## src/nested_priority_interrupt_pkg.sv

```systemverilog
// Constants and types of the nested priority interrupt unit
package nested_priority_interrupt_pkg;

  // ==========================================================
  // Register indices and APB byte addresses (index times four)
  localparam logic [7:0]  IDX_CENTRAL   = 8'he6;
  localparam logic [7:0]  IDX_EDGE_SEL  = 8'hf2;
  localparam logic [7:0]  IDX_EXT_PEND  = 8'hf3;
  localparam logic [7:0]  IDX_PAIR_PRI  = 8'hf5;
  localparam logic [7:0]  IDX_VEC_CTRL  = 8'hf6;
  localparam logic [7:0]  IDX_NEST_STK  = 8'hf7;
  localparam logic [7:0]  IDX_EXT_MASK  = 8'hf8;
  localparam logic [7:0]  IDX_PERIPH    = 8'hf9;
  localparam logic [7:0]  IDX_PER_PRI   = 8'hfa;
  localparam logic [7:0]  IDX_SEGMENTS  = 8'hfb;
  localparam logic [7:0]  IDX_STATUS    = 8'hfc;
  localparam logic [11:0] ADDR_CENTRAL  = {2'b00, IDX_CENTRAL, 2'b00};
  localparam logic [11:0] ADDR_EDGE_SEL = {2'b00, IDX_EDGE_SEL, 2'b00};
  localparam logic [11:0] ADDR_EXT_PEND = {2'b00, IDX_EXT_PEND, 2'b00};
  localparam logic [11:0] ADDR_PAIR_PRI = {2'b00, IDX_PAIR_PRI, 2'b00};
  localparam logic [11:0] ADDR_VEC_CTRL = {2'b00, IDX_VEC_CTRL, 2'b00};
  localparam logic [11:0] ADDR_NEST_STK = {2'b00, IDX_NEST_STK, 2'b00};
  localparam logic [11:0] ADDR_EXT_MASK = {2'b00, IDX_EXT_MASK, 2'b00};
  localparam logic [11:0] ADDR_PERIPH   = {2'b00, IDX_PERIPH, 2'b00};
  localparam logic [11:0] ADDR_PER_PRI  = {2'b00, IDX_PER_PRI, 2'b00};
  localparam logic [11:0] ADDR_SEGMENTS = {2'b00, IDX_SEGMENTS, 2'b00};
  localparam logic [11:0] ADDR_STATUS   = {2'b00, IDX_STATUS, 2'b00};

  // ==========================================================
  // Field positions
  localparam int CEN_TOP_PEND = 6;
  localparam int CEN_TOP_MASK = 5;
  localparam int CEN_IEN      = 4;
  localparam int CEN_NESTED   = 3;
  localparam int VEC_A0_SRC   = 0;
  localparam int VEC_D0_SRC   = 1;
  localparam int VEC_TOP_SRC  = 2;
  localparam int VEC_TOP_EDGE = 3;
  localparam int NST_UNMASK   = 7;

  // ==========================================================
  // Reset values and sizes
  localparam logic [7:0]  RST_CENTRAL  = 8'h87;
  localparam logic [7:0]  RST_VEC_CTRL = 8'h05;
  localparam logic [7:0]  RST_PAIR_PRI = 8'hff;
  localparam logic [15:0] RST_PER_PRI  = 16'h7777;
  localparam logic [2:0]  LEVEL_LOWEST = 3'h7;
  localparam int          NUM_EXT      = 8;
  localparam int          NUM_PER      = 4;
  localparam int          NUM_CHAN     = NUM_EXT + NUM_PER;

  // ==========================================================
  // Entry and return step codes, one-hot
  typedef enum logic [9:0] {
    S_IDLE = 10'h001, S_PCL  = 10'h002, S_PCH  = 10'h004, S_CS   = 10'h008,
    S_FLG  = 10'h010, S_VEC  = 10'h020, R_FLG  = 10'h040, R_CS   = 10'h080,
    R_PCH  = 10'h100, R_PCL  = 10'h200
  } seq_state_t;

  // Signals toward the core sequencer
  typedef struct packed {
    logic       irqRequest;
    logic       irqTop;
    logic [3:0] irqChannel;
    seq_state_t seqOp;
    logic [15:0] seqData;
    logic       useHandlerSeg;
  } core_out_t;

endpackage

```

## src/nested_priority_interrupt_unit.sv

```systemverilog
// Nested priority interrupt unit with APB registers and core entry/return sequencing
//
// Register access over APB was chosen for this implementation.
`timescale 1ns/1ns
module nested_priority_interrupt_unit (
  // Clock and reset
  input  wire logic        clk,
  input  wire logic        rstn,
  // APB slave
  input  wire logic [11:0] paddr,
  input  wire logic        psel,
  input  wire logic        penable,
  input  wire logic        pwrite,
  input  wire logic [31:0] pwdata,
  output logic      [31:0] prdata,
  output logic             pready,
  output logic             pslverr,
  // External pins
  input  wire logic        extPinZero,
  input  wire logic        extPinSix,
  input  wire logic        nmiPin,
  input  wire logic [3:0]  wakePins,
  // On-chip sources
  input  wire logic        timerWdogReq,
  input  wire logic        timerEndCount,
  input  wire logic        clockResetReq,
  input  wire logic [3:0]  periphTrig,
  input  wire logic        coreClkRun,
  input  wire logic        motorNmiClear,
  input  wire logic [3:0]  wakeClear,
  // Core sequencer
  input  wire logic        coreTakeIrq,
  input  wire logic        coreIret,
  input  wire logic [15:0] popSegment,
  output nested_priority_interrupt_pkg::core_out_t coreOut,
  // Notifications
  output logic             motorNmi,
  output logic      [3:0]  wakeFlags
);

  // ==========================================================
  // State
  typedef struct packed {
    logic [31:0] prdata;
    logic        pready;
    logic        pslverr;
    logic [6:0]  sync1;
    logic [6:0]  sync2;
    logic [6:0]  prev;
    logic [7:0]  central;
    logic [7:0]  edgeSel;
    logic [7:0]  extPend;
    logic [7:0]  extMask;
    logic [7:0]  pairPri;
    logic [7:0]  vecCtrl;
    logic [6:0]  stack;
    logic        unmask;
    logic [3:0]  perPend;
    logic [3:0]  perMask;
    logic [15:0] perPri;
    logic [15:0] codeSeg;
    logic [15:0] handlerSeg;
    logic        inTop;
    logic [3:0]  depth;
    logic [2:0]  winPri;
    nested_priority_interrupt_pkg::seq_state_t seq;
    nested_priority_interrupt_pkg::core_out_t  out;
    logic        motorNmi;
    logic [3:0]  wakeFlags;
  } state_t;

  state_t st;
  state_t next_st;

  // Combinational scratch
  logic [7:0]  extEvent;
  logic [3:0]  nmiWakeRise;
  logic        topEvent;
  logic        setup;
  logic        wrDo;
  logic        global_irq_enable;
  logic        segEn;
  logic [2:0]  current_priority_level;
  logic [2:0]  lvl;
  logic        req;
  logic        found;
  logic [3:0]  winIdx;
  logic [2:0]  bestPri;
  logic [2:0]  restore;
  logic        restoreHit;
  logic [7:0]  rdByte;

  // ==========================================================
  // Next-state logic
  always_comb begin
    next_st     = st;
    extEvent    = '0;
    nmiWakeRise = '0;
    topEvent    = 1'b0;
    lvl         = '0;
    req         = 1'b0;
    found       = 1'b0;
    winIdx      = '0;
    bestPri     = nested_priority_interrupt_pkg::LEVEL_LOWEST;
    restore     = nested_priority_interrupt_pkg::LEVEL_LOWEST;
    restoreHit  = 1'b0;
    rdByte      = '0;
    global_irq_enable   = st.central[nested_priority_interrupt_pkg::CEN_IEN];
    segEn = st.central[7];
    current_priority_level   = st.central[2:0];
    // Pins pass two flops: bit0 pin0, 1 pin6, 2 nmi, 6:3 wake
    next_st.sync1 = {wakePins, nmiPin, extPinSix, extPinZero};
    next_st.sync2 = st.sync1;
    next_st.prev  = st.sync2;

    // Channel A0 source and pin edge polarity
    if (st.vecCtrl[nested_priority_interrupt_pkg::VEC_A0_SRC]) begin
      extEvent[0] = st.edgeSel[0] ? (st.sync2[0] & ~st.prev[0])
                                  : (~st.sync2[0] & st.prev[0]);
    end else begin
      extEvent[0] = timerWdogReq;
    end
    // Channel D0 source; other channels have no pin
    if (!st.vecCtrl[nested_priority_interrupt_pkg::VEC_D0_SRC]) begin
      extEvent[6] = st.edgeSel[6] ? (st.sync2[1] & ~st.prev[1])
                                  : (~st.sync2[1] & st.prev[1]);
    end else begin
      extEvent[6] = clockResetReq;
    end
    // Top-level source; the pin source is taken only while the core clock runs
    if (st.vecCtrl[nested_priority_interrupt_pkg::VEC_TOP_SRC]) begin
      topEvent = coreClkRun & (st.vecCtrl[nested_priority_interrupt_pkg::VEC_TOP_EDGE] ?
                 (st.sync2[2] & ~st.prev[2]) : (~st.sync2[2] & st.prev[2]));
    end else begin
      topEvent = timerEndCount;
    end
    // Motor and wake notifications, independent of core clock state
    nmiWakeRise = st.sync2[6:3] & ~st.prev[6:3];
    next_st.motorNmi  = (st.motorNmi & ~motorNmiClear) | (st.sync2[2] & ~st.prev[2]);
    next_st.wakeFlags = (st.wakeFlags & ~wakeClear) | nmiWakeRise;

    // APB access phase
    setup = psel & ~penable;
    wrDo  = psel & penable & st.pready & pwrite & ~st.pslverr;
    next_st.pready = setup;
    if (setup) begin
      next_st.pslverr = 1'b0;
      case (paddr)
        nested_priority_interrupt_pkg::ADDR_CENTRAL:  rdByte = st.central;
        nested_priority_interrupt_pkg::ADDR_EDGE_SEL: rdByte = st.edgeSel;
        nested_priority_interrupt_pkg::ADDR_EXT_PEND: rdByte = st.extPend;
        nested_priority_interrupt_pkg::ADDR_PAIR_PRI: rdByte = st.pairPri;
        nested_priority_interrupt_pkg::ADDR_VEC_CTRL: rdByte = st.vecCtrl;
        nested_priority_interrupt_pkg::ADDR_NEST_STK: rdByte = {st.unmask, st.stack};
        nested_priority_interrupt_pkg::ADDR_EXT_MASK: rdByte = st.extMask;
        nested_priority_interrupt_pkg::ADDR_PERIPH:   rdByte = {st.perMask, st.perPend};
        nested_priority_interrupt_pkg::ADDR_STATUS:   rdByte = {st.inTop, st.depth, st.winPri};
        nested_priority_interrupt_pkg::ADDR_PER_PRI,
        nested_priority_interrupt_pkg::ADDR_SEGMENTS: rdByte = '0;
        default:                                      next_st.pslverr = 1'b1;
      endcase
      next_st.prdata = {24'h000000, rdByte};
      if (paddr == nested_priority_interrupt_pkg::ADDR_PER_PRI) begin
        next_st.prdata = {16'h0000, st.perPri};
      end
      if (paddr == nested_priority_interrupt_pkg::ADDR_SEGMENTS) begin
        next_st.prdata = {st.handlerSeg, st.codeSeg};
      end
    end
    if (wrDo) begin
      case (paddr)
        nested_priority_interrupt_pkg::ADDR_CENTRAL:  next_st.central = pwdata[7:0];
        nested_priority_interrupt_pkg::ADDR_EDGE_SEL: next_st.edgeSel = pwdata[7:0];
        nested_priority_interrupt_pkg::ADDR_EXT_PEND: next_st.extPend = pwdata[7:0];
        nested_priority_interrupt_pkg::ADDR_PAIR_PRI: next_st.pairPri = pwdata[7:0];
        nested_priority_interrupt_pkg::ADDR_VEC_CTRL: next_st.vecCtrl = pwdata[7:0];
        nested_priority_interrupt_pkg::ADDR_NEST_STK: begin
          next_st.stack  = pwdata[6:0];
          next_st.unmask = st.unmask | pwdata[7];
        end
        nested_priority_interrupt_pkg::ADDR_EXT_MASK: next_st.extMask = pwdata[7:0];
        nested_priority_interrupt_pkg::ADDR_PERIPH: begin
          next_st.perPend = pwdata[3:0];
          next_st.perMask = pwdata[7:4];
        end
        nested_priority_interrupt_pkg::ADDR_PER_PRI:  next_st.perPri = pwdata[15:0];
        nested_priority_interrupt_pkg::ADDR_SEGMENTS: begin
          next_st.codeSeg    = pwdata[15:0];
          next_st.handlerSeg = pwdata[31:16];
        end
        default: ;
      endcase
    end
    // Hardware events win over a software clear in the same cycle
    next_st.extPend = next_st.extPend | extEvent;
    next_st.perPend = next_st.perPend | periphTrig;
    next_st.central[nested_priority_interrupt_pkg::CEN_TOP_PEND] =
      next_st.central[nested_priority_interrupt_pkg::CEN_TOP_PEND] | topEvent;

    // Arbitration over channels; ties go to the lower index
    for (int i = 0; i < nested_priority_interrupt_pkg::NUM_CHAN; i++) begin
      if (i < nested_priority_interrupt_pkg::NUM_EXT) begin
        lvl = {st.pairPri[2*(i/2)+1], st.pairPri[2*(i/2)], 1'(i % 2)};
        req = st.extPend[i] & st.extMask[i] & global_irq_enable;
      end else begin
        lvl = st.perPri[4*(i-8) +: 3];
        req = st.perPend[i-8] & st.perMask[i-8] & global_irq_enable;
      end
      if (req && (!found || lvl < bestPri)) begin
        found   = 1'b1;
        bestPri = lvl;
        winIdx  = 4'(i);
      end
    end
    // Top request overrides; a running top routine blocks everything
    next_st.out.irqTop = ~st.inTop & (st.seq == nested_priority_interrupt_pkg::S_IDLE) &
      st.central[nested_priority_interrupt_pkg::CEN_TOP_PEND] &
      ((st.central[nested_priority_interrupt_pkg::CEN_TOP_MASK] & global_irq_enable) | st.unmask);
    next_st.out.irqRequest = next_st.out.irqTop | (~st.inTop &
      (st.seq == nested_priority_interrupt_pkg::S_IDLE) & found & (bestPri < current_priority_level));
    next_st.out.irqChannel = next_st.out.irqTop ? 4'hf : winIdx;
    if (!next_st.out.irqTop) begin
      next_st.winPri = bestPri;
    end

    // Lowest-indexed saved level for return
    for (int j = 6; j >= 0; j--) begin
      if (st.stack[j]) begin
        restore    = 3'(j);
        restoreHit = 1'b1;
      end
    end

    // Entry and return sequencing
    next_st.out.seqData = '0;
    case (st.seq)
      nested_priority_interrupt_pkg::S_IDLE: begin
        if (coreTakeIrq && st.out.irqRequest) begin
          next_st.seq = nested_priority_interrupt_pkg::S_PCL;
          if (st.out.irqTop) begin
            next_st.inTop = 1'b1;
            next_st.central[nested_priority_interrupt_pkg::CEN_TOP_PEND] = topEvent;
          end else begin
            next_st.central[nested_priority_interrupt_pkg::CEN_IEN] = 1'b0;
            next_st.depth = st.depth + 4'h1;
            if (st.out.irqChannel < 4'(nested_priority_interrupt_pkg::NUM_EXT)) begin
              next_st.extPend[st.out.irqChannel[2:0]] = extEvent[st.out.irqChannel[2:0]];
            end
            if (st.central[nested_priority_interrupt_pkg::CEN_NESTED]) begin
              if (current_priority_level != nested_priority_interrupt_pkg::LEVEL_LOWEST) begin
                next_st.stack[current_priority_level] = 1'b1;
              end
              next_st.central[2:0] = st.winPri;
            end
          end
        end else if (coreIret) begin
          next_st.seq = nested_priority_interrupt_pkg::R_FLG;
        end
      end
      nested_priority_interrupt_pkg::S_PCL: next_st.seq = nested_priority_interrupt_pkg::S_PCH;
      nested_priority_interrupt_pkg::S_PCH: begin
        next_st.seq = segEn ? nested_priority_interrupt_pkg::S_CS
                            : nested_priority_interrupt_pkg::S_FLG;
      end
      nested_priority_interrupt_pkg::S_CS: next_st.seq = nested_priority_interrupt_pkg::S_FLG;
      nested_priority_interrupt_pkg::S_FLG: begin
        next_st.seq = nested_priority_interrupt_pkg::S_VEC;
        next_st.out.seqData = {st.vecCtrl[7:4], st.out.irqChannel, 8'h00} >> 7;
      end
      nested_priority_interrupt_pkg::S_VEC: begin
        next_st.seq = nested_priority_interrupt_pkg::S_IDLE;
        if (segEn) begin
          next_st.codeSeg = st.handlerSeg;
        end
      end
      nested_priority_interrupt_pkg::R_FLG: begin
        next_st.seq = segEn ? nested_priority_interrupt_pkg::R_CS
                            : nested_priority_interrupt_pkg::R_PCH;
      end
      nested_priority_interrupt_pkg::R_CS: begin
        next_st.seq     = nested_priority_interrupt_pkg::R_PCH;
        next_st.codeSeg = popSegment;
      end
      nested_priority_interrupt_pkg::R_PCH: next_st.seq = nested_priority_interrupt_pkg::R_PCL;
      nested_priority_interrupt_pkg::R_PCL: begin
        next_st.seq = nested_priority_interrupt_pkg::S_IDLE;
        if (st.inTop) begin
          next_st.inTop = 1'b0;
        end else begin
          next_st.central[nested_priority_interrupt_pkg::CEN_IEN] = 1'b1;
          if (st.depth != 4'h0) begin
            next_st.depth = st.depth - 4'h1;
          end
          if (st.central[nested_priority_interrupt_pkg::CEN_NESTED]) begin
            next_st.central[2:0] = restore;
            if (restoreHit) begin
              next_st.stack[restore] = 1'b0;
            end
          end
        end
      end
      default: next_st.seq = nested_priority_interrupt_pkg::S_IDLE;
    endcase
    if (st.seq == nested_priority_interrupt_pkg::S_PCH && segEn) begin
      next_st.out.seqData = st.codeSeg;
    end
    next_st.out.seqOp = next_st.seq;
    next_st.out.useHandlerSeg = ~segEn & (next_st.depth != 4'h0);
  end

  // ==========================================================
  // State register
  always_ff @(posedge clk or negedge rstn) begin
    if (!rstn) begin
      st         <= '0;
      st.central <= nested_priority_interrupt_pkg::RST_CENTRAL;
      st.vecCtrl <= nested_priority_interrupt_pkg::RST_VEC_CTRL;
      st.pairPri <= nested_priority_interrupt_pkg::RST_PAIR_PRI;
      st.perPri  <= nested_priority_interrupt_pkg::RST_PER_PRI;
      st.winPri  <= nested_priority_interrupt_pkg::LEVEL_LOWEST;
      st.seq     <= nested_priority_interrupt_pkg::S_IDLE;
      st.out.seqOp <= nested_priority_interrupt_pkg::S_IDLE;
    end else begin
      st <= next_st;
    end
  end

  // Outputs straight from the state register
  assign prdata    = st.prdata;
  assign pready    = st.pready;
  assign pslverr   = st.pslverr;
  assign coreOut   = st.out;
  assign motorNmi  = st.motorNmi;
  assign wakeFlags = st.wakeFlags;

  // ==========================================================
  // Checks
  a_stack_push: assert property (@(posedge clk) disable iff (!rstn)
    (st.seq == nested_priority_interrupt_pkg::S_IDLE && coreTakeIrq && st.out.irqRequest &&
     !st.out.irqTop && st.central[3] && st.central[2:0] != 3'h7)
    |=> st.stack[$past(st.central[2:0])])
    else $error("Current level not saved on nested entry");
  a_level_load: assert property (@(posedge clk) disable iff (!rstn)
    (st.seq == nested_priority_interrupt_pkg::S_IDLE && coreTakeIrq && st.out.irqRequest &&
     !st.out.irqTop && st.central[3]) |=> st.central[2:0] == $past(st.winPri))
    else $error("Current level not loaded with acknowledged level");
  a_entry_order: assert property (@(posedge clk) disable iff (!rstn)
    coreOut.seqOp == nested_priority_interrupt_pkg::S_PCL
    |=> coreOut.seqOp == nested_priority_interrupt_pkg::S_PCH)
    else $error("Program counter high byte does not follow low byte");
  a_seg_load: assert property (@(posedge clk) disable iff (!rstn)
    (st.seq == nested_priority_interrupt_pkg::S_VEC && st.central[7])
    |=> st.codeSeg == $past(st.handlerSeg))
    else $error("Code segment not loaded from handler segment");
  a_return_ien: assert property (@(posedge clk) disable iff (!rstn)
    (st.seq == nested_priority_interrupt_pkg::R_PCL && !st.inTop) |=> st.central[4])
    else $error("Global enable not set on return");
  a_unmask_sticky: assert property (@(posedge clk) disable iff (!rstn)
    st.unmask |=> st.unmask)
    else $error("Unmaskable top enable cleared without reset");
  a_top_blocks: assert property (@(posedge clk) disable iff (!rstn)
    st.inTop ##1 st.inTop |-> !coreOut.irqRequest)
    else $error("Request issued during top routine");
  a_top_keeps: assert property (@(posedge clk) disable iff (!rstn)
    (st.inTop && st.seq != nested_priority_interrupt_pkg::S_IDLE && !wrDo)
    |=> $stable(st.central[4:0]) && $stable(st.stack))
    else $error("Top handling changed enable, level or stack");
  a_level7_never: assert property (@(posedge clk) disable iff (!rstn)
    (coreOut.irqRequest && !coreOut.irqTop) |-> st.winPri != 3'h7)
    else $error("Level seven request issued");

endmodule // nested_priority_interrupt_unit

```

## config.mk

```make
export PLATFORM = sky130hd
export DESIGN_NAME = nested_priority_interrupt_unit
export DESIGN_NICKNAME = d
export VERILOG_FILES = /design/src/nested_priority_interrupt_pkg.sv /design/src/nested_priority_interrupt_unit.sv
export SDC_FILE = /design/constraint.sdc
export NUM_CORES = 1
export LEC_CHECK = 0
export ABC_AREA = 0
export BUFFER_PORTS_ARGS = -buffer_cell sky130_fd_sc_hd__buf_2
export CORE_MARGIN = 5
export CORE_UTILIZATION = 45
export CTS_BUF_LIST = sky130_fd_sc_hd__clkbuf_4
export DETAILED_ROUTE_END_ITERATION = 8
export PLACE_DENSITY = 0.66
export SLEW_MARGIN = 0
export SYNTH_ARGS = -nofsm -noshare
export SYNTH_HDL_FRONTEND = slang
export SYNTH_SLANG_ARGS = --single-unit
```

## constraint.sdc

```tcl
create_clock -name clk -period 21.7 [get_ports clk]
set_input_delay 4.34 -clock clk [delete_from_list [all_inputs] [get_ports clk]]
set_output_delay 4.34 -clock clk [all_outputs]
set_load 0.03 [all_outputs]
```

==> metrics.md <==
| Metric | Value |
|---|---|
| Post-Synthesis Cells | `1105` |
| Endpoint, Worst Hold | `next_st[174]$_DFF_PN0_` |
| Die Wd | `169 um` |
| Post-CTS sizing | `0` |
| Finished Layout Cells | `1602` |
| Post-CTS Setup Repair Bufs | `0` |
| Relative slew margins | `0.261` |
| RSZ-0062 raised after global routing | `false` |
| Routed wire length | `35.0 mm` |
| Synth Net Count | `1213` |
| DR pass1 iterations | `5` |
| Hold Vio Cnt, Final | `0` |
| Final period utilization | `0.694` |
| Port bufs | `158` |
| ANT nets after route | `0` |
| TNS Setup | `0 ns` |
| Post-layout util | `0.508` |
| Slew @ Worst Pin | `1.11 ns` |
| Row count | `58` |
| Critical path's largest stage delay | `0.48 ns` |
| 1st-iter DRT viols | `781` |
| Initial core utilization | `0.453` |
| P_leak | `6.07 nW` |
| Clock Sinks | `213` |
| FF-to-FF Start | `st[145]$_DFF_PN0_` |
| Crit-path slowest cell | `o211ai_1` |
| Global placer's final weighted congestion | `0.975` |
| Skew final | `0.0505 ns` |
| Initial antenna violation count | `1` |
| Die Area | `0.0284 sq mm` |
| CP most frequent cell | `ha_1` |
| Wire per inst | `21.8 um` |
| Post-synth EDFFs | `0` |
| TritonCTS clock tree | `done` |
| Number of max-cap violations | `0` |
| Critical path startpoint category | `flop` |
| CTS clk-pin slew, worst paths | `0.07 ns` |
| Hold path cells | `0` |
| Layout cell share with drive strength beyond 1 | `0.318` |
| Sequential cell area fraction in the yosys report | `0.474` |
| CP arrival | `15.66 ns` |
| Min cycle time layout | `15.06 ns` |
| Placed Instances | `1498` |
| Final setup fails | `0` |
| Largest net degree at the start of global routing | `90` |
| Ports | `159` |
| Vias | `9229` |
| Achievable frequency | `0.0664 GHz` |
| Post-layout net count | `1332` |
| First-pass GRT wire length | `53.8 mm` |
| Worst hold start | `next_st[181]$_DFF_PN0_` |
| Outcome | `finished, final reports clean` |
| Cts hold-fix bufs | `0` |
| CTS H-tree depth | `2` |
| Layout area overhead | `11.9%` |
| Slew Limit Fails | `0` |
| Yosys warnings | `0` |
| DRC | `0` |
| Clock Tree Root | `clkbuf_4` |
| Mapped cell area | `0.0113 sq mm` |
| Worst-Skew Late Latency | `0.68 ns` |
| Seq cells post-synth | `213` |
| Worst-case clock buffer depth | `3` |
| Total core area | `0.0250 sq mm` |
| Worst R2R Setup Slack | `6.64 ns` |
| Ys flop type | `dfrtp_1` |
| Number of global-route vias before repair | `9149` |
| Total global routing overflow | `0` |
| Inserted Clock Buffers | `54` |
| Avg Vias per Cell | `5.76` |
| Synth unique cells | `92` |
| Critical Path End Type | `flop` |
| Mean Syn Cell Area | `10.2 sq um` |
| Min-delay worst type | `reg2reg` |
| Pwr/cell area | `66.4 mW/mm^2` |
| Post-DP HPWL | `25.4 mm` |
| GRT Total Usage | `0.243` |
| RR Endpoint | `coreOut[32]$_DFF_PN0_` |
| Die height | `169 um` |
| Type of the worst setup path | `reg2reg` |
| Asr flop ratio synth | `1.00` |
| R2r worst-path depth | `66` |
| WP data required | `22.30 ns` |
| Worst VDD drop | `0.0486 mV` |
| CP Max Fanout | `7` |
per-layer routing:
layer	track usage	up-vias	wire length, um
li1	-	4241	-
met1	0.348	4511	15500
met2	0.368	408	15700
met3	0.0586	69	2850
met4	0.0713	0	916
met5	0	-	0
flip-flops by register name (all words and copies together) (netlist names):
| register | count |
|---|---|
| coreOut | 33 |
| current_priority_level | 3 |
| global_irq_enable | 1 |
| lvl | 3 |
| motorNmi | 1 |
| next_st | 14 |
| prdata | 32 |
| pready | 1 |
| pslverr | 1 |
| segEn | 1 |
| st | 119 |
| wakeFlags | 4 |
cells by family (layout without fill, tap and decap cells):
logic type | Yosys count | after routing | share of synthesized area
AOI/OAI and AO/OA | 264 | 264 | 0.161
buffers and inverters | 143 | 307 | 0.0719
DFF | 213 | 213 | 0.474
adders and majority gates | 21 | 21 | 0.0232
other | 0 | 3 | 0
xor gates and xnor gates | 2 | 2 | 0.00155
and+or+nand+nor | 329 | 329 | 0.141
muxes | 133 | 133 | 0.127
per-stage QoR:
step	hold WS [ns]	instance area, sq um	power [mW]	setup WS, ns
after detailed placement	0.336	12000	0.509	6.78
after global placement	0.333	12000	0.508	7.08
final	0.348	12700	0.841	6.64
after CTS	0.351	12700	0.850	6.74
after global routing	0.362	12700	0.881	5.68
after floorplan	0.331	11300	0.475	8.36
placed cells by master (no fill, tap or decap), drive strengths merged, types with 9 or more instances in the layout:
cell	instances
mux2i	52
mux2	81
nand2	120
o22ai	12
a21oi	45
nor3	18
o31ai	10
nor2b	11
a22oi	23
nand3	31
clkinv	20
a31oi	13
o21ai	83
nand2b	10
ha	21
dfrtp	183
nor2	66
and3	12
dfstp	30
inv	34
clkbuf	82
nor4	9
and2	12
a221oi	10
buf	171
a22o	10
where the power goes:
part	switching (mW)	internal (mW)	leakage (nW)
combinational	0.0606	0.0251	2.91
sequential	0.0101	0.407	2.74
clock	0.166	0.173	0.412
cell usage after synthesis (9+ instances only):
master	number	area share
dfrtp_1	183	0.40
nand2_1	120	0.040
mux2_2	80	0.080
o21ai_0	74	0.033
buf_4	69	0.046
nor2_1	65	0.022
mux2i_1	52	0.046
a21oi_1	41	0.018
inv_1	34	0.011
clkbuf_1	31	0.010
nand3_1	31	0.014
dfstp_2	30	0.070
a22oi_1	22	0.015
ha_1	21	0.023
nor3_1	18	0.0080
a31oi_1	13	0.0072
and2_1	12	0.0066
nor2b_1	11	0.0061
o22ai_1	11	0.0061
a22o_1	10	0.0077
and3_1	10	0.0055
nand2b_1	10	0.0055
o31ai_1	10	0.0066
a221oi_1	9	0.0070
nor4_1	9	0.0050
o21ai_1	9	0.0040
worst max-delay path by stage:
stage	start	end	slack [ns]
after floorplan	st[145]$_DFF_PN0_	coreOut[32]$_DFF_PN0_	8.36
after CTS	st[145]$_DFF_PN0_	coreOut[32]$_DFF_PN0_	6.74
final	st[145]$_DFF_PN0_	coreOut[32]$_DFF_PN0_	6.64
after global placement	st[145]$_DFF_PN0_	coreOut[32]$_DFF_PN0_	7.08
after global routing	st[145]$_DFF_PN0_	coreOut[32]$_DFF_PN0_	5.68
after detailed placement	st[145]$_DFF_PN0_	coreOut[32]$_DFF_PN0_	6.78
worst max-delay path, delay by kind of cell (launching register included):
kind | cells | cell delay [ns]
adders and majority gates | 11 | 2.95
and+or+nand+nor | 13 | 2.44
muxes | 6 | 1.77
DFF | 1 | 0.43
buffers and inverters | 3 | 0.24
AOI/OAI and AO/OA | 33 | 7.16
layout make-up:
type                       instances  area (sq um)
antenna                            3          7.51
clock buffer                      82           616
clock inverter                    19          77.6
fill                            2351         12300
inverter                          35           131
multi-input combinational        749          5160
sequential                       213          5370
tap                              330           413
timing repair buffer             171           898
No activity file was read; power rests on OpenSTA's default activity.
